## config.mk

```make
export PLATFORM = sky130hd
export DESIGN_NAME = gpio_function_select_mux
export DESIGN_NICKNAME = d
export VERILOG_FILES = /design/src/rtl/gpio_mux_pkg.sv /design/src/rtl/gpio_function_select_mux.sv
export SDC_FILE = /design/constraint.sdc
export NUM_CORES = 1
export LEC_CHECK = 0
export BUFFER_PORTS_ARGS = -buffer_cell sky130_fd_sc_hd__buf_4
export CAP_MARGIN = 25
export CORE_MARGIN = 2
export CORE_UTILIZATION = 60
export CTS_BUF_LIST = sky130_fd_sc_hd__clkbuf_16
export DETAILED_ROUTE_END_ITERATION = 8
export GPL_ROUTABILITY_DRIVEN = 0
export PLACE_DENSITY_LB_ADDON = 0.12
export SLEW_MARGIN = 30
export SYNTH_ARGS = -nofsm -noshare
export SYNTH_HDL_FRONTEND = slang
export SYNTH_SLANG_ARGS = --single-unit
export TNS_END_PERCENT = 20
```

## constraint.sdc

```tcl
create_clock -name i_sys_clk -period 7.4 [get_ports i_sys_clk]
set_clock_uncertainty 0.2 [all_clocks]
set_input_delay 0.37 -clock i_sys_clk [delete_from_list [all_inputs] [get_ports i_sys_clk]]
set_output_delay 0.37 -clock i_sys_clk [all_outputs]
set_load 0.005 [all_outputs]
```

## src/rtl/gpio_mux_pkg.sv

```systemverilog
`default_nettype none

package gpio_mux_pkg;

    // ------------------------------------------------------------------
    // Sizes
    // ------------------------------------------------------------------
    localparam int GPIO_N    = 4;
    localparam int DIFF_N    = 8;
    localparam int SE_N      = 4;
    localparam int REF_N     = 4;
    localparam int CODE_W    = 8;
    localparam int ADDR_W    = 8;
    localparam int DATA_W    = 32;
    localparam int BE_W      = 4;
    localparam int MASK_W    = 4;
    localparam int CNT_W     = 32;
    localparam int QUAL_N    = 4;

    // ------------------------------------------------------------------
    // Register map (byte addresses)
    // ------------------------------------------------------------------
    localparam logic [ADDR_W-1:0] REG_PIN_CFG_BASE = 8'h00;
    localparam logic [ADDR_W-1:0] REG_PIN_CFG_LAST = 8'h0C;
    localparam logic [ADDR_W-1:0] REG_DIFF_EN      = 8'h10;
    localparam logic [ADDR_W-1:0] REG_SE_EN        = 8'h14;
    localparam logic [ADDR_W-1:0] REG_FAIL_MASK    = 8'h18;
    localparam logic [ADDR_W-1:0] REG_EN_STATUS    = 8'h1C;
    localparam logic [ADDR_W-1:0] REG_PIN_STATUS   = 8'h20;
    // Reset values
    localparam logic [CODE_W-1:0]         RST_PIN_CFG   = 8'h00;
    localparam logic [DIFF_N-1:0]         RST_DIFF_EN   = 8'h00;
    localparam logic [SE_N-1:0]           RST_SE_EN     = 4'h0;
    localparam logic [REF_N*MASK_W-1:0]   RST_FAIL_MASK = 16'hFFFF;
    // Failure mask field positions inside one reference nibble
    localparam int MASK_LOS = 0;
    localparam int MASK_SCM = 1;
    localparam int MASK_CFM = 2;
    localparam int MASK_GST = 3;

    // ------------------------------------------------------------------
    // Function codes
    // ------------------------------------------------------------------
    localparam logic [CODE_W-1:0] CODE_DEFAULT    = 8'h00;
    localparam logic [CODE_W-1:0] CODE_DIFF_BASE  = 8'h60;
    localparam logic [CODE_W-1:0] CODE_SE_BASE    = 8'h70;
    localparam int                CODE_EN_STRIDE  = 2;
    localparam logic [CODE_W-1:0] CODE_IRQ        = 8'h80;
    localparam logic [4:0]        REF_BLK_BASE    = 5'h11;   // 0x88 >> 3
    localparam logic [2:0]        REF_FN_NO_ACT   = 3'h0;
    localparam logic [2:0]        REF_FN_SCM      = 3'h1;
    localparam logic [2:0]        REF_FN_CFM      = 3'h2;
    localparam logic [2:0]        REF_FN_GST      = 3'h3;
    localparam logic [2:0]        REF_FN_FAIL     = 3'h4;
    localparam logic [2:0]        REF_FN_PFM      = 3'h5;
    localparam logic [CODE_W-1:0] CODE_NORMAL     = 8'hA8;
    localparam logic [CODE_W-1:0] CODE_HOLDOVER   = 8'hA9;
    localparam logic [CODE_W-1:0] CODE_REF_SEL_B1 = 8'hAA;
    localparam logic [CODE_W-1:0] CODE_REF_SEL_B0 = 8'hAB;
    localparam logic [CODE_W-1:0] CODE_OUT_RANGE  = 8'hAD;
    localparam logic [CODE_W-1:0] CODE_LOCK0      = 8'hAF;
    localparam logic [CODE_W-1:0] CODE_LOCK1      = 8'hB0;
    localparam logic [CODE_W-1:0] CODE_LOCK2      = 8'hB1;
    localparam logic [CODE_W-1:0] CODE_LOCK3      = 8'hB2;

    // ------------------------------------------------------------------
    // Timing: lock observation windows
    // ------------------------------------------------------------------
    localparam longint CLK_HZ              = 40_000_000;
    localparam longint LOCK_WIN_SHORT_S    = 1;
    localparam longint LOCK_WIN_LONG_S     = 10;
    localparam logic [CNT_W-1:0] LOCK_WIN_SHORT_CYCLES = CNT_W'(LOCK_WIN_SHORT_S * CLK_HZ);
    localparam logic [CNT_W-1:0] LOCK_WIN_LONG_CYCLES  = CNT_W'(LOCK_WIN_LONG_S * CLK_HZ);

    // ------------------------------------------------------------------
    // Types
    // ------------------------------------------------------------------
    typedef enum logic [1:0] {DPLL_FREERUN, DPLL_NORMAL, DPLL_HOLDOVER} dpll_state_e;
    typedef struct packed {
        logic signal_loss_input;
        logic no_activity;
        logic single_period_check;
        logic coarse_freq_check;
        logic guard_soak_timer;
        logic precise_freq_check;
    } ref_status_s;

    typedef struct packed {
        dpll_state_e state;
        logic [1:0]  ref_sel;
        logic        out_of_range;
        logic        phase_err_lt_1us;
        logic        phase_err_lt_10us;
        logic        phase_err_lt_36us;
    } dpll_status_s;

endpackage

`default_nettype wire

```

## src/rtl/gpio_function_select_mux.sv

```systemverilog
// Functional notes
// - Each pin's function comes from the code in its configuration register.
// - Code 0x6E lets the pin input enable fast differential output seven.
// - Code 0x70 ORs pin input with single-ended output zero register enable.
// - Codes 0x72, 0x74, 0x76 do the same for single-ended outputs one to three.
// - Code 0x80 drives the pin high while the interrupt is asserted.
// - Code 0x88 shows reference zero had no toggling in the last second.
// - Code 0x89 shows the single-period check failure of reference zero.
// - Code 0x8A shows the coarse frequency check failure of reference zero.
// - Code 0x8B shows the guard soak timer indicator of reference zero.
// - Code 0x8C shows any unmasked signal loss, single-period, coarse frequency or guard soak indicator of reference zero.
// - Code 0x8D shows the precise frequency check failure of reference zero.
// - References one to three repeat those six codes at 0x90, 0x98, 0xA0.
// - Code 0xA8 is high only while the DPLL is in normal locking state.
// - Code 0xA9 is high while the DPLL is in holdover.
// - Codes 0xAA and 0xAB give the upper and lower selected reference bits.
// - Code 0xAD is high while DPLL frequency is beyond pull-in/hold-in limit.
// - Code 0xAF is high after phase error stayed below 36us for ten seconds.
// - Code 0xB0 is high after phase error stayed below 1us for one second.
// - Code 0xB1 is high after phase error stayed below 10us for one second.
// - Code 0xB2 is high after phase error stayed below 10us for ten seconds.
// - Code 0x00 leaves the pin a plain input with no function.
// - Code 0x60 ORs pin input with differential output zero register enable.
`default_nettype none

module gpio_function_select_mux #(
    parameter logic [31:0] P_WIN_SHORT_CYCLES = gpio_mux_pkg::LOCK_WIN_SHORT_CYCLES,
    parameter logic [31:0] P_WIN_LONG_CYCLES  = gpio_mux_pkg::LOCK_WIN_LONG_CYCLES
) (
    input  wire logic                                        i_sys_clk,
    input  wire logic                                        i_rst,
    input  wire logic                                        i_clk_en,
    input  wire logic [gpio_mux_pkg::ADDR_W-1:0]             i_avs_address,
    input  wire logic                                        i_avs_read,
    input  wire logic                                        i_avs_write,
    input  wire logic [gpio_mux_pkg::DATA_W-1:0]             i_avs_writedata,
    input  wire logic [gpio_mux_pkg::BE_W-1:0]               i_avs_byteenable,
    output var  logic [gpio_mux_pkg::DATA_W-1:0]             o_avs_readdata,
    output var  logic                                        o_avs_waitrequest,
    input  wire logic [gpio_mux_pkg::GPIO_N-1:0]             i_gpio_in,
    output var  logic [gpio_mux_pkg::GPIO_N-1:0]             o_gpio_out,
    output var  logic [gpio_mux_pkg::GPIO_N-1:0]             o_gpio_oe_n,
    input  wire logic                                        i_irq,
    input  wire gpio_mux_pkg::ref_status_s [gpio_mux_pkg::REF_N-1:0] i_ref_status,
    input  wire gpio_mux_pkg::dpll_status_s                  i_dpll_status,
    output var  logic [gpio_mux_pkg::DIFF_N-1:0]             o_fast_diff_out_en,
    output var  logic [gpio_mux_pkg::SE_N-1:0]               o_fast_single_ended_out_en
);
    import gpio_mux_pkg::*;

    // ------------------------------------------------------------------
    // Register state
    // ------------------------------------------------------------------
    logic [CODE_W-1:0]       pin_cfg_reg [GPIO_N];
    logic [DIFF_N-1:0]       diff_en_reg;
    logic [SE_N-1:0]         se_en_reg;
    logic [7:0]              fail_mask_reg;
    logic [7:0]              mask_hi_reg;
    logic [REF_N*MASK_W-1:0] fail_mask;
    logic                    wait_reg;
    logic [DATA_W-1:0]       rdata_reg;
    logic [DATA_W-1:0]       rdata_next;
    logic [GPIO_N-1:0]       gpio_out_reg;
    logic [GPIO_N-1:0]       gpio_oe_n_reg;
    logic [DIFF_N-1:0]       diff_out_reg;
    logic [SE_N-1:0]         se_out_reg;

    // Per-pin decode results
    logic [GPIO_N-1:0]       pin_is_status;
    logic [GPIO_N-1:0]       pin_status_val;
    logic [DIFF_N-1:0]       diff_pin_req [GPIO_N];
    logic [SE_N-1:0]         se_pin_req   [GPIO_N];
    logic [DIFF_N-1:0]       diff_en_next;
    logic [SE_N-1:0]         se_en_next;

    // Lock qualifiers
    logic [QUAL_N-1:0]       lock_flag;
    logic [QUAL_N-1:0]       lock_ok;
    logic [CNT_W-1:0]        lock_win [QUAL_N];

    // ------------------------------------------------------------------
    // Bus decode
    // ------------------------------------------------------------------
    logic                    bus_req;
    logic                    bus_take;
    logic                    wr_commit;
    logic                    addr_is_cfg;
    logic [1:0]              cfg_idx;
    logic                    wait_next;

    // One wait state: request seen with waitrequest high, answered next cycle
    assign bus_req     = i_avs_read | i_avs_write;
    assign bus_take    = bus_req & wait_reg;
    assign wr_commit   = i_avs_write & ~wait_reg;
    assign wait_next   = ~bus_take;
    assign addr_is_cfg = (i_avs_address >= REG_PIN_CFG_BASE) && (i_avs_address <= REG_PIN_CFG_LAST)
                         && (i_avs_address[1:0] == 2'b00);
    assign cfg_idx     = i_avs_address[3:2];

    // Read mux, captured while the request waits so data stands at the answer
    always_comb begin
        rdata_next = '0;
        if (addr_is_cfg) begin
            rdata_next[CODE_W-1:0] = pin_cfg_reg[cfg_idx];
        end else if (i_avs_address == REG_DIFF_EN) begin
            rdata_next[DIFF_N-1:0] = diff_en_reg;
        end else if (i_avs_address == REG_SE_EN) begin
            rdata_next[SE_N-1:0] = se_en_reg;
        end else if (i_avs_address == REG_FAIL_MASK) begin
            rdata_next[REF_N*MASK_W-1:0] = fail_mask;
        end else if (i_avs_address == REG_EN_STATUS) begin
            rdata_next[DIFF_N+SE_N-1:0] = {se_out_reg, diff_out_reg};
        end else if (i_avs_address == REG_PIN_STATUS) begin
            rdata_next[3*GPIO_N-1:0] = {gpio_oe_n_reg, gpio_out_reg, i_gpio_in};
        end
    end

    // Bus handshake and read data
    always_ff @(posedge i_sys_clk) begin
        if (i_rst) begin
            wait_reg  <= 1'b1;
            rdata_reg <= '0;
        end else if (i_clk_en) begin
            wait_reg <= wait_next;
            if (bus_take && i_avs_read) begin
                rdata_reg <= rdata_next;
            end
        end
    end

    // ------------------------------------------------------------------
    // Software registers
    // ------------------------------------------------------------------
    // Writes land at the edge where waitrequest is seen low
    always_ff @(posedge i_sys_clk) begin
        if (i_rst) begin
            for (int i = 0; i < GPIO_N; i++) begin
                pin_cfg_reg[i] <= RST_PIN_CFG;
            end
            diff_en_reg   <= RST_DIFF_EN;
            se_en_reg     <= RST_SE_EN;
            fail_mask_reg <= RST_FAIL_MASK[7:0];
        end else if (i_clk_en && wr_commit && i_avs_byteenable[0]) begin
            if (addr_is_cfg) begin
                pin_cfg_reg[cfg_idx] <= i_avs_writedata[CODE_W-1:0];
            end else if (i_avs_address == REG_DIFF_EN) begin
                diff_en_reg <= i_avs_writedata[DIFF_N-1:0];
            end else if (i_avs_address == REG_SE_EN) begin
                se_en_reg <= i_avs_writedata[SE_N-1:0];
            end else if (i_avs_address == REG_FAIL_MASK) begin
                fail_mask_reg <= i_avs_writedata[7:0];
            end
        end
    end

    // Upper mask lane handled apart so byte enables stay independent
    always_ff @(posedge i_sys_clk) begin
        if (i_rst) begin
            mask_hi_reg <= RST_FAIL_MASK[15:8];
        end else if (i_clk_en && wr_commit && i_avs_byteenable[1] && (i_avs_address == REG_FAIL_MASK)) begin
            mask_hi_reg <= i_avs_writedata[15:8];
        end
    end

    assign fail_mask = {mask_hi_reg, fail_mask_reg};

    // ------------------------------------------------------------------
    // Lock qualification
    // ------------------------------------------------------------------
    // Phase comparator level per qualifier and its observation window
    assign lock_flag[0] = i_dpll_status.phase_err_lt_36us;
    assign lock_flag[1] = i_dpll_status.phase_err_lt_1us;
    assign lock_flag[2] = i_dpll_status.phase_err_lt_10us;
    assign lock_flag[3] = i_dpll_status.phase_err_lt_10us;
    assign lock_win[0]  = P_WIN_LONG_CYCLES;
    assign lock_win[1]  = P_WIN_SHORT_CYCLES;
    assign lock_win[2]  = P_WIN_SHORT_CYCLES;
    assign lock_win[3]  = P_WIN_LONG_CYCLES;

    generate
        for (genvar q = 0; q < QUAL_N; q++) begin : g_lock
            logic [CNT_W-1:0] cnt_reg;
            logic [CNT_W-1:0] cnt_next;

            // Any excursion restarts the window; count saturates at the window
            assign cnt_next   = !lock_flag[q]            ? '0 :
                                (cnt_reg >= lock_win[q]) ? cnt_reg :
                                cnt_reg + 1'b1;
            assign lock_ok[q] = lock_flag[q] && (cnt_reg >= lock_win[q]);

            always_ff @(posedge i_sys_clk) begin
                if (i_rst) begin
                    cnt_reg <= '0;
                end else if (i_clk_en) begin
                    cnt_reg <= cnt_next;
                end
            end
        end
    endgenerate

    // ------------------------------------------------------------------
    // Per-pin function decode
    // ------------------------------------------------------------------
    generate
        for (genvar g = 0; g < GPIO_N; g++) begin : g_pin
            logic [CODE_W-1:0] code;
            logic [4:0]        ref_blk;
            logic [1:0]        ref_idx;
            logic [2:0]        ref_fn;
            logic              ref_hit;
            logic              ref_val;
            logic              ref_fail;
            logic              dpll_hit;
            logic              dpll_val;
            ref_status_s       rs;
            logic [MASK_W-1:0] rmask;

            assign code    = pin_cfg_reg[g];
            assign ref_blk = code[7:3] - REF_BLK_BASE;
            assign ref_idx = ref_blk[1:0];
            assign ref_fn  = code[2:0];
            // Four blocks of eight codes, six used in each
            assign ref_hit = (code[7:3] >= REF_BLK_BASE) && (ref_blk < 5'(REF_N))
                             && (ref_fn <= REF_FN_PFM);
            assign rs      = i_ref_status[ref_idx];
            assign rmask   = fail_mask[ref_idx*MASK_W +: MASK_W];

            // Failure summary only counts indicators whose mask bit is one
            assign ref_fail = (rs.signal_loss_input   & rmask[MASK_LOS])
                            | (rs.single_period_check & rmask[MASK_SCM])
                            | (rs.coarse_freq_check   & rmask[MASK_CFM])
                            | (rs.guard_soak_timer    & rmask[MASK_GST]);

            assign ref_val = (ref_fn == REF_FN_NO_ACT) ? rs.no_activity :
                             (ref_fn == REF_FN_SCM)    ? rs.single_period_check :
                             (ref_fn == REF_FN_CFM)    ? rs.coarse_freq_check :
                             (ref_fn == REF_FN_GST)    ? rs.guard_soak_timer :
                             (ref_fn == REF_FN_FAIL)   ? ref_fail :
                             rs.precise_freq_check;

            assign dpll_hit = (code == CODE_NORMAL)     || (code == CODE_HOLDOVER)
                           || (code == CODE_REF_SEL_B1) || (code == CODE_REF_SEL_B0)
                           || (code == CODE_OUT_RANGE)  || (code == CODE_LOCK0)
                           || (code == CODE_LOCK1)      || (code == CODE_LOCK2)
                           || (code == CODE_LOCK3);

            assign dpll_val = (code == CODE_NORMAL)     ? (i_dpll_status.state == DPLL_NORMAL) :
                              (code == CODE_HOLDOVER)   ? (i_dpll_status.state == DPLL_HOLDOVER) :
                              (code == CODE_REF_SEL_B1) ? i_dpll_status.ref_sel[1] :
                              (code == CODE_REF_SEL_B0) ? i_dpll_status.ref_sel[0] :
                              (code == CODE_OUT_RANGE)  ? i_dpll_status.out_of_range :
                              (code == CODE_LOCK0)      ? lock_ok[0] :
                              (code == CODE_LOCK1)      ? lock_ok[1] :
                              (code == CODE_LOCK2)      ? lock_ok[2] :
                              (code == CODE_LOCK3)      ? lock_ok[3] :
                              1'b0;

            // Anything else, default code included, keeps the pin an input
            assign pin_is_status[g]  = (code == CODE_IRQ) || ref_hit || dpll_hit;
            assign pin_status_val[g] = (code == CODE_IRQ) ? i_irq :
                                       ref_hit            ? ref_val :
                                       dpll_val;

            // Control use: input ORed into the matching output enable
            for (genvar k = 0; k < DIFF_N; k++) begin : g_diff
                assign diff_pin_req[g][k] = i_gpio_in[g]
                    && (code == CODE_W'(CODE_DIFF_BASE + CODE_EN_STRIDE * k));
            end
            for (genvar k = 0; k < SE_N; k++) begin : g_se
                assign se_pin_req[g][k] = i_gpio_in[g]
                    && (code == CODE_W'(CODE_SE_BASE + CODE_EN_STRIDE * k));
            end
        end
    endgenerate

    // Several pins may claim one enable; any of them or the register bit wins
    always_comb begin
        diff_en_next = diff_en_reg;
        se_en_next   = se_en_reg;
        for (int i = 0; i < GPIO_N; i++) begin
            diff_en_next = diff_en_next | diff_pin_req[i];
            se_en_next   = se_en_next | se_pin_req[i];
        end
    end

    // ------------------------------------------------------------------
    // Output registers
    // ------------------------------------------------------------------
    // Status pins follow their condition every cycle with i_clk_en high, no latching
    always_ff @(posedge i_sys_clk) begin
        if (i_rst) begin
            gpio_out_reg  <= '0;
            gpio_oe_n_reg <= '1;
            diff_out_reg  <= RST_DIFF_EN;
            se_out_reg    <= RST_SE_EN;
        end else if (i_clk_en) begin
            gpio_out_reg  <= pin_is_status & pin_status_val;
            gpio_oe_n_reg <= ~pin_is_status;
            diff_out_reg  <= diff_en_next;
            se_out_reg    <= se_en_next;
        end
    end

    assign o_avs_readdata             = rdata_reg;
    assign o_avs_waitrequest          = wait_reg;
    assign o_gpio_out                 = gpio_out_reg;
    assign o_gpio_oe_n                = gpio_oe_n_reg;
    assign o_fast_diff_out_en         = diff_out_reg;
    assign o_fast_single_ended_out_en = se_out_reg;

endmodule

`default_nettype wire

```

* Yosys cells after proc, flatten, opt, wreduce, memory -nomap -nowiden *
Memory sizes are Yosys's and may differ from the RTL's.
Index checks and enable logic that the tools add are counted.

storage, ports and cells
  register bits = 193
  RAM bits = 32
  logic and storage cells = 430
  memories = 1

cells by class
  add/subtract/negate cells = 8
  $lt $le $gt $ge = 22
  equality and inequality tests = 115
  shift operators = 4
  multiplexer cells = 99
  bitwise logic cells = 46
  reductions and logical operators = 121

memory list
  memory       words  width  read ports  clocked after memory_dff  wr ports  RTL line                        source
  pin_cfg_reg  4      8      5           0                         4         gpio_function_select_mux.sv:54  logic [CODE_W-1:0] pin_cfg_reg [GPIO_N];

operators by type and width
  kind                   count
  $eq 8x7->1 const B     48
  $eq 8x8->1 const B     40
  $mux 32                8
  $add 32x1->32 const B  4
  $mux 1                 71
  $logic_and 1x1->1      67
  $ge 32x26->1 const B   2
  $ge 32x29->1 const B   2
  $shiftx 16x5->4        4
  $bmux 6 s2             4
  $mux 12                4
  $logic_or 1x1->1       40
  $mux 8                 5
  $eq 8x5->1 const B     4
  $or 8x8->8             4
  $eq 3x2->1 const B     8
  $mux 6                 4
  $ge 5x5->1 const B     4
  $lt 5x3->1 const B     4
  $sub 5x5->5 const B    4
  $and 1x1->1            18
  $or 4x4->4             4
  $or 1x1->1             13
  $eq 3x1->1 const B     4
  21 further kinds       45

* Depth between registers and ports, before layout *
Gate-level depths: netlist (run 1).
An unclocked memory read counts as a cell.

  depth after elaboration = 16
  depth in mapped cells = 10
  gate-level depth less buffers = 9

* Worst setup path after synthesis (run 1) *
No wires, ideal clock.

  path kind = input to register
  start = in i_avs_address[1] (netlist bit)
  end = mem pin_cfg_reg[0][0], enable pin
  setup time = 326 ps
  arrival time = 2105 ps
  data required time = 6874 ps
  path slack = 4769 ps
  stages = 5
  path through = or4_4 -> or3_1 -> nor3_1 -> clkbuf_1 -> a21o_1

RTL lines
  what             RTL line                        source
  start, declared  gpio_function_select_mux.sv:33  input wire logic [gpio_mux_pkg::ADDR_W-1:0] i_avs_address,
  end, declared    gpio_function_select_mux.sv:54

==> impl_results.md, run 1 <==
- Post-CTS resize count: 0
- Core Area: approximately 21,000 um^2
- Cell area after synthesis: roughly 13,000 um^2
- Total leakage power: 5.233 nW
- Nets@finish: approximately 1,600
- Proportion of layout cells with a drive suffix above 1: ~13%
- Worst flop-to-flop path startpoint: pin_cfg_reg[2][3]
- Die footprint: 22,350 um^2
- Post-layout worst setup margin: about 4200 ps
- Type of the worst setup path: register to register
- CP max FO: 20
- Worst-skew pair later-pin latency: between 500 and 600 ps
- Setup slack of the worst register-to-register path: around 4200 ps
- Setup repair after global routing missed its margin: no
- Number of design-rule violations left by the first detailed-router iteration: about 1,300
- Slew Viols, Final: 0
- Switching part of the total power: about a quarter
- Sequential cell area fraction in the yosys report: 37.98%
- Placed Cells: ~1,800
- Proportion of power drawn by flip-flops and latches: 48.1%
- Clk network pwr share: a little over two fifths
- Internal portion of total power: around 2.0 mW
- Count of final setup violators: 0
- HPWL Detailed: between 20,000 and 30,000 um
- Cell types occupying the most area after synthesis: sky130_fd_sc_hd__dfxtp_1, sky130_fd_sc_hd__edfxtp_1, sky130_fd_sc_hd__mux4_2
- Worst setup SP type: register
- Dominant cell type by area after synthesis: sky130_fd_sc_hd__dfxtp_1
- Number of fillers in the final layout: approximately 1,700
- Maximum number of pins on one net before global-route repair: 57
- Clock Pin Slew Worst Setup and Hold Paths: 60 ps
- # DRC: 0
- Chip width: approximately 150 um
- Max_slew headroom: 37.87%
- Post-Synthesis Cells: between 1,000 and 1,500
- Area delta synth->final: 13.75%
- Finished layout cell area: approximately 14,000 um^2
- Synthesis warning total: 0
- Most used flip-flop cell after synthesis: sky130_fd_sc_hd__dfxtp_1
- Routed via count: between 10,000 and 15,000
- Overall global routing resource usage: 32.56%
- Final routed wirelength across all metal layers: between 30,000 and 40,000 um
- Final standard cell count with taps included and fillers excluded: between 1,500 and 2,000
- Clk sinks: approximately 230
- Wire length of the first global-routing pass: 57,880 um
- Maximum clock path buffer count: 3
- Post-layout power: approximately 2.7 mW
- Avg WL per Cell: roughly 20 um
- Buffers added on ports: between 100 and 150
- FF-to-FF path depth: 9
- Pwr per Cell Area: between 150 and 200 nW/um^2
- TritonRoute pass-1 iters: 6
- Number of enable-type register cells in the synthesized netlist: 32
- CTS root buffer: sky130_fd_sc_hd__clkbuf_16
- Final setup TNS: 0 ps
- Floorplan row count: 53
- Area of the multi-input gates: about 7300 um^2
- Initial cell density of the core: around three fifths
- Crit path to: o_gpio_out[2]
- FF/Latch Area: ~4800 um^2
- Top-level port count: approximately 140
- Category of the worst setup path capture point: register
- Post-Place Cell Area: 13,490 um^2
- Status: complete, no violations
- Min-delay worst type: input port to register
- Top cell type's share of synthesized area: 30.41%
- Total number of H-tree levels: 1
- Register bit total from synthesis: about 230
- Routed vias/inst: about 6.3
- Number of hold violations in the final report: 0
- Data arrival, critical path: around 3400 ps
- Fin crit share: around 44%
- Number of antenna violations at the first check in global routing: 0
- Transition at the pin with the smallest max-transition slack: around 920 ps
- Number of global-route vias before repair: 10,890
- Number of flip-flops in the largest register: approximately 130
- Dpl ws: approximately 4200 ps
- Endpoint of the lowest-slack register-to-register path: o_gpio_out[2]
- CTS Hold Buffers Added: 19
- Net load switching power: between 0.6 and 0.7 mW
- Shortest period the worst path allows: about 3200 ps
- Post-synth ARST share: 0%
- Relative contribution of combinational cells to total power: under 10%
- ANT nets after route: 0
- Worst VDD drop: 0.0001566 V
- Number of setup buffers added after CTS: 0
- Hold slack: 38.12 ps
- Cts bufs inserted: 25
- Startpoint of the worst setup timing path: pin_cfg_reg[2][3]
- Critical path data required time: roughly 7600 ps
- Grt ovf: 0
- Cell variety after synth: 89
- Synth Area per Inst: between 8 and 9 um^2
- Die Y-Extent: about 150 um
- CTS tree: yes
- Utilization after layout: roughly 69%
- Fmax: roughly 300 MHz
- Max_cap viols: 0
layout make-up:
class                   instances  share of cell area, %
flip-flops and latches        225                  33.39
multi-input cells            1117                  50.65
inverters                      48                  1.247
diodes                          1                0.01732
well taps                     275                  2.381
repair buffers                129                  7.031
clock inverters                21                 0.9525
clock buffers                  25                  4.329
power groups by stage:
stage	Combinational [mW]	Sequential [mW]	Clock, mW
after global routing	0.250	1.29	1.22
after detailed placement	0.219	1.31	0
after global placement	0.216	1.31	0
final	0.232	1.29	1.16
after CTS	0.228	1.29	1.17
after floorplan	0.147	1.29	0
Yosys cell counts, drive strengths merged (35+ instances only):
master / instances
a21oi: 66
and2: 37
buf: 35
clkbuf: 61
dfxtp: 193
inv: 48
nand2: 136
nand3: 62
nor2: 198
nor3: 56
o21ai: 35
xnor2: 47
xor2: 42
cells by family after synthesis:
group | synth area share (%)
xor gates and xnor gates | 6.136
and+or+nand+nor | 27.21
DFF | 37.98
buffers and inverters | 5.053
adders and majority gates | 1.576
AOI/OAI and AO/OA | 14.90
muxes | 7.111
other | 0.02952
worst max-delay path, cell delays in order, from the launching register on:
cell and delay [ps]:
sky130_fd_sc_hd__edfxtp_1 940, sky130_fd_sc_hd__inv_1 240, sky130_fd_sc_hd__ha_1 540, sky130_fd_sc_hd__mux4_2 360
sky130_fd_sc_hd__a21oi_1 160, sky130_fd_sc_hd__nor3_1 70, sky130_fd_sc_hd__a221oi_1 220, sky130_fd_sc_hd__a21o_1 180
sky130_fd_sc_hd__a21o_1 130, sky130_fd_sc_hd__o22ai_1 70
layout by cell type (no fill, tap or decap), drive strengths merged, types with 8 or more instances in the layout:
master and instances:
or3 21, dfxtp 193, nor2b 28, mux4 33, buf 110, nor2 198
a22oi 18, clkbuf 25, a31oi 17, xnor2 47, inv 54, nor3 56
a21oi 66, and4 12, xor2 42, edfxtp 32, mux2 8, and3 24
a21o 8, clkinv 13, a211oi 21, and2 37, a222oi 8, ha 16
nand2 136, nand3 62, nor4 26, a211o 10, nand4 26, a221oi 14
nand2b 13, dlygate4sd3 19, o21ai 35, conb 16, nand3b 13
layer usage:
| layer | vias to the layer above | GRT usage (%) | wire [um] |
|---|---|---|---|
| met4 | 0 | 18.38 | 2346 |
| met1 | 5424 | 41.63 | 14170 |
| met3 | 140 | 5.335 | 3271 |
| met5 | - | 0 | 0 |
| li1 | 5463 | - | - |
| met2 | 623 | 52.50 | 16830 |
worst min path at each step:
stage,from,endpoint,cells past startpoint
after floorplan,g_lock[3].cnt_reg[29],g_lock[3].cnt_reg[29],1
after global placement,g_lock[3].cnt_reg[31],g_lock[3].cnt_reg[31],1
after detailed placement,g_lock[3].cnt_reg[31],g_lock[3].cnt_reg[31],1
after CTS,i_dpll_status[0],g_lock[0].cnt_reg[1],4
after global routing,i_rst,g_lock[1].cnt_reg[1],2
final,i_dpll_status[0],g_lock[0].cnt_reg[1],4
Note: power is estimated with default switching activity, not from simulation.
==> inputs of run 2 (changes only) <==
--- a/config.mk
+++ b/config.mk
@@ -5,10 +5,11 @@
 export SDC_FILE = /design/constraint.sdc
 export NUM_CORES = 1
 export LEC_CHECK = 0
+export ABC_AREA = 1
 export BUFFER_PORTS_ARGS = -buffer_cell sky130_fd_sc_hd__buf_4
 export CAP_MARGIN = 25
 export CORE_MARGIN = 2
-export CORE_UTILIZATION = 60
+export CORE_UTILIZATION = 55
 export CTS_BUF_LIST = sky130_fd_sc_hd__clkbuf_16
 export DETAILED_ROUTE_END_ITERATION = 8
 export GPL_ROUTABILITY_DRIVEN = 0
==> constraint.sdc (replaced) <==
create_clock -name i_sys_clk -period 2.91 [get_ports i_sys_clk]
set_clock_uncertainty 0.2 [all_clocks]
set_input_delay 0.1455 -clock i_sys_clk [delete_from_list [all_inputs] [get_ports i_sys_clk]]
set_output_delay 0.1455 -clock i_sys_clk [all_outputs]
set_load 0.005 [all_outputs]
==> impl_results.md, run 2 <==
- Library cell with the highest instance count after synthesis: sky130_fd_sc_hd__nand2_1
- Proportion of layout cells with a drive suffix above 1: 9.866% (-3.6 points)
- Fmax: 373.6 MHz (+21%)
- ANT nets after route: 0 (unchanged)
- Die footprint: 28,570 um^2 (+28%)
- Post-layout worst setup margin: 233.6 ps (-3924 ps)
- Clk sinks: 225 (unchanged)
- Number of setup buffers added after CTS: 0 (unchanged)
- Critical path data required time: 3180 ps (-4410 ps)
- Area of the multi-input gates: 8625 um^2 (+18%)
- Worst VDD drop: 0.0005220 V (+230%)
- Finished layout cell area: 17,250 um^2 (+19%)
- Routed via count: 16,560 (+42%)
- Max_cap viols: 0 (unchanged)
- Type of the worst setup path: register to register
- Nets@finish: 2,544 (+54%)
- Number of flip-flops in the largest register: 128 (unchanged)
- Number of enable-type register cells in the synthesized netlist: 32 (unchanged)
- FF-to-FF path depth: 18 (+9)
- Avg WL per Cell: 17.69 um (-11%)
- Transition at the pin with the smallest max-transition slack: 904.3 ps (-20.46 ps)
- TritonRoute pass-1 iters: 6 (unchanged)
- Register bit total from synthesis: 225 (unchanged)
- Total leakage power: 6.693 nW (+28%)
- Post-Synthesis Cells: 2,326 (+58%)
- Die Y-Extent: 169.0 um (+13%)
- Number of global-route vias before repair: 15,240 (+40%)
- Most frequent cells in the layout: sky130_fd_sc_hd__nand2_1, sky130_fd_sc_hd__inv_1, sky130_fd_sc_hd__nor2_1, sky130_fd_sc_hd__dfxtp_1, sky130_fd_sc_hd__a21oi_1
- Number of design-rule violations left by the first detailed-router iteration: 2,035 (+53%)
- CTS root buffer: sky130_fd_sc_hd__clkbuf_16
- Final setup TNS: 0 ps (unchanged)
- Top post-synthesis cells by count: sky130_fd_sc_hd__nand2_1, sky130_fd_sc_hd__nor2_1, sky130_fd_sc_hd__inv_1
- Status: complete, no violations
- Max_slew headroom: 39.15% (+1.3 points)
- Area delta synth->final: 15.14%
- Worst setup SP type: register
- Pwr per Cell Area: 427.4 nW/um^2 (+130%)
- Wire length of the first global-routing pass: 78,460 um (+36%)
- Shortest period the worst path allows: 2676 ps (-566.3 ps)
- Synth Area per Inst: 6.441 um^2 (-25%)
- Min-delay worst type: input port to register
- Cell variety after synth: 55 (-38%)
- Data arrival, critical path: 2950 ps (-490 ps)
- Category of the worst setup path capture point: register
- Startpoint of the tightest hold check path: i_dpll_status[6]
- Floorplan row count: 60 (+13%)
- Buffers added on ports: 104 (unchanged)
- Number of fillers in the final layout: 2,496 (+47%)
- Routed vias/inst: 5.905 (-6.7%)
- FF/Latch Area: 4825 um^2 (unchanged)
- Fin crit share: 91.97% (+48 points)
- Slew Viols, Final: 0 (unchanged)
- CTS tree: yes
- Top cell type's share of synthesized area: 25.79% (-4.6 points)
- Overall global routing resource usage: 34.04% (+1.5 points)
- Count of final setup violators: 0 (unchanged)
- Grt ovf: 0 (unchanged)
- Placed Cells: 2,723 (+53%)
- Hold slack: 37.67 ps (-0.4484 ps)
- Clock Pin Slew Worst Setup and Hold Paths: 60 ps (about the same)
- Maximum clock path buffer count: 3 (unchanged)
- Cell area after synthesis: 14,980 um^2 (+18%)
- # DRC: 0 (unchanged)
- Synthesis warning total: 0 (unchanged)
- Final routed wirelength across all metal layers: 49,610 um (+35%)
- Setup repair after global routing missed its margin: no
- Endpoint of the lowest-slack register-to-register path: o_gpio_out[3]
- Initial cell density of the core: 55.74% (-5.1 points)
- Core Area: 26,880 um^2 (+29%)
- Antenna cell count: 0 (-1)
- CP max FO: 7 (-65%)
- Chip width: 169.0 um (+13%)
- Endpoint of the worst hold path: o_gpio_out[3]
- Number of instances on the worst hold path: 8 (+4)
- Most frequent standard cell in the layout excluding fill and tap cells: sky130_fd_sc_hd__nand2_1
- Number of hold violations in the final report: 0 (unchanged)
- Post-Place Cell Area: 16,040 um^2 (+19%)
- Dpl ws: 325.6 ps (-3914 ps)
- HPWL Detailed: 37,150 um (+43%)
- Maximum number of pins on one net before global-route repair: 47 (-18%)
- Cell types occupying the most area after synthesis: sky130_fd_sc_hd__dfxtp_1, sky130_fd_sc_hd__nand2_1, sky130_fd_sc_hd__nor2_1
- Most used flip-flop cell after synthesis: sky130_fd_sc_hd__dfxtp_1
- Total number of H-tree levels: 1 (unchanged)
- Number of antenna violations at the first check in global routing: 0 (unchanged)
- Sequential cell area fraction in the yosys report: 32.21% (-5.8 points)
- Worst flop-to-flop path startpoint: pin_cfg_reg[3][4]
- Cts bufs inserted: 26 (+4.0%)
- Setup slack of the worst register-to-register path: 230 ps (-3920 ps)
- Top-level port count: 139 (unchanged)
- Dominant cell type by area after synthesis: sky130_fd_sc_hd__dfxtp_1
- Worst-skew pair later-pin latency: 540 ps (+20 ps)
- Final standard cell count with taps included and fillers excluded: 2,804 (+52%)
- Post-synth ARST share: 0% (unchanged)
[run 2: cell count changes after synthesis, sizes merged, moves of 22 or more]
cell / previous run / this run
nand4: 26 / 65
nor2b: 28 / 0
nor3: 56 / 115
xnor2: 47 / 19
mux4: 33 / 0
and2: 37 / 1
and3: 24 / 0
o21ai: 35 / 139
nor4: 26 / 48
nand2: 136 / 547
a21oi: 66 / 175
nor2: 198 / 289
nand3: 62 / 130
inv: 48 / 290
[run 2: through the flow]
stage          power [mW]  utilization, %
2_1_floorplan       3.728               -
3_3_place_gp        4.022           59.66
3_5_place_dp        4.032           59.66
4_1_cts             7.375           64.17
5_1_grt             7.596           64.18
6_report            7.373           64.18
[run 2: power by group]
group          internal (mW)  switching, mW
sequential              3.20         0.0615
combinational          0.268          0.506
clock                   1.99           1.35
[run 2: final cells by class]
| type | instances | area share, % |
|---|---|---|
| Sequential cell | 225 | 27.97 |
| Tap cell | 341 | 2.474 |
| Clock buffer | 28 | 4.062 |
| Inverter | 292 | 6.354 |
| Timing Repair Buffer | 176 | 8.153 |
| Clock inverter | 19 | 0.9865 |
| Multi-Input combinational cell | 1723 | 50.00 |
[run 2: cell families after synthesis]
group	count (synthesis)	synth area share, %
AND/OR/NAND/NOR	1207	36.21
AO/OA/AOI/OAI	418	15.79
buffers and inverters	393	10.62
flip-flops	225	32.21
XOR/XNOR	68	3.976
adder cells (fa/ha/maj)	14	1.169
other	1	0.02503
[run 2: worst max-delay path, stage by stage (launching register included)]
cell                       delay (ps)
sky130_fd_sc_hd__edfxtp_1         400
sky130_fd_sc_hd__inv_1             90
sky130_fd_sc_hd__ha_2             420
sky130_fd_sc_hd__inv_1            160
sky130_fd_sc_hd__o211ai_1         120
sky130_fd_sc_hd__nand2_1          180
sky130_fd_sc_hd__o21ai_0          210
sky130_fd_sc_hd__o21ai_0          120
sky130_fd_sc_hd__nand2_1          110
sky130_fd_sc_hd__nand3_1           90
sky130_fd_sc_hd__nand2_1           80
sky130_fd_sc_hd__nand2_1           50
sky130_fd_sc_hd__nand2_1           50
sky130_fd_sc_hd__nand2_1           40
sky130_fd_sc_hd__nand2_1           50
sky130_fd_sc_hd__nand2_1           50
sky130_fd_sc_hd__nand2_1           50
sky130_fd_sc_hd__nand2_1           40
sky130_fd_sc_hd__a21oi_1          100
[run 2: per-layer routing]
layer	wire, um	track usage (%)	share of wire, %	vias to the layer above
met5	0	0	0	-
met4	3096	18.02	6.2	0
met3	4942	4.746	10	208
met2	21360	54.69	43	920
met1	20210	44.62	41	7483
li1	-	-	-	7948
[run 2: worst max-delay path by stage]
stage                     slack, ps            end              start  depth (start not counted)
after floorplan                 440  o_gpio_out[0]  pin_cfg_reg[0][3]                         19
after CTS                       320  o_gpio_out[3]  pin_cfg_reg[3][4]                         18
final                           230  o_gpio_out[3]  pin_cfg_reg[3][4]                         18
after detailed placement        330  o_gpio_out[3]  pin_cfg_reg[3][4]                         18
after global routing             10  o_gpio_out[0]  pin_cfg_reg[0][4]                         18
after global placement          380  o_gpio_out[3]  pin_cfg_reg[3][4]                         18
[run 2: what timing repair did]
action,in CTS,in global routing
endpoints found under the setup margin,0,1
resized for setup,0,1
hold endpoints to repair,116,0
hold buffers,34,0
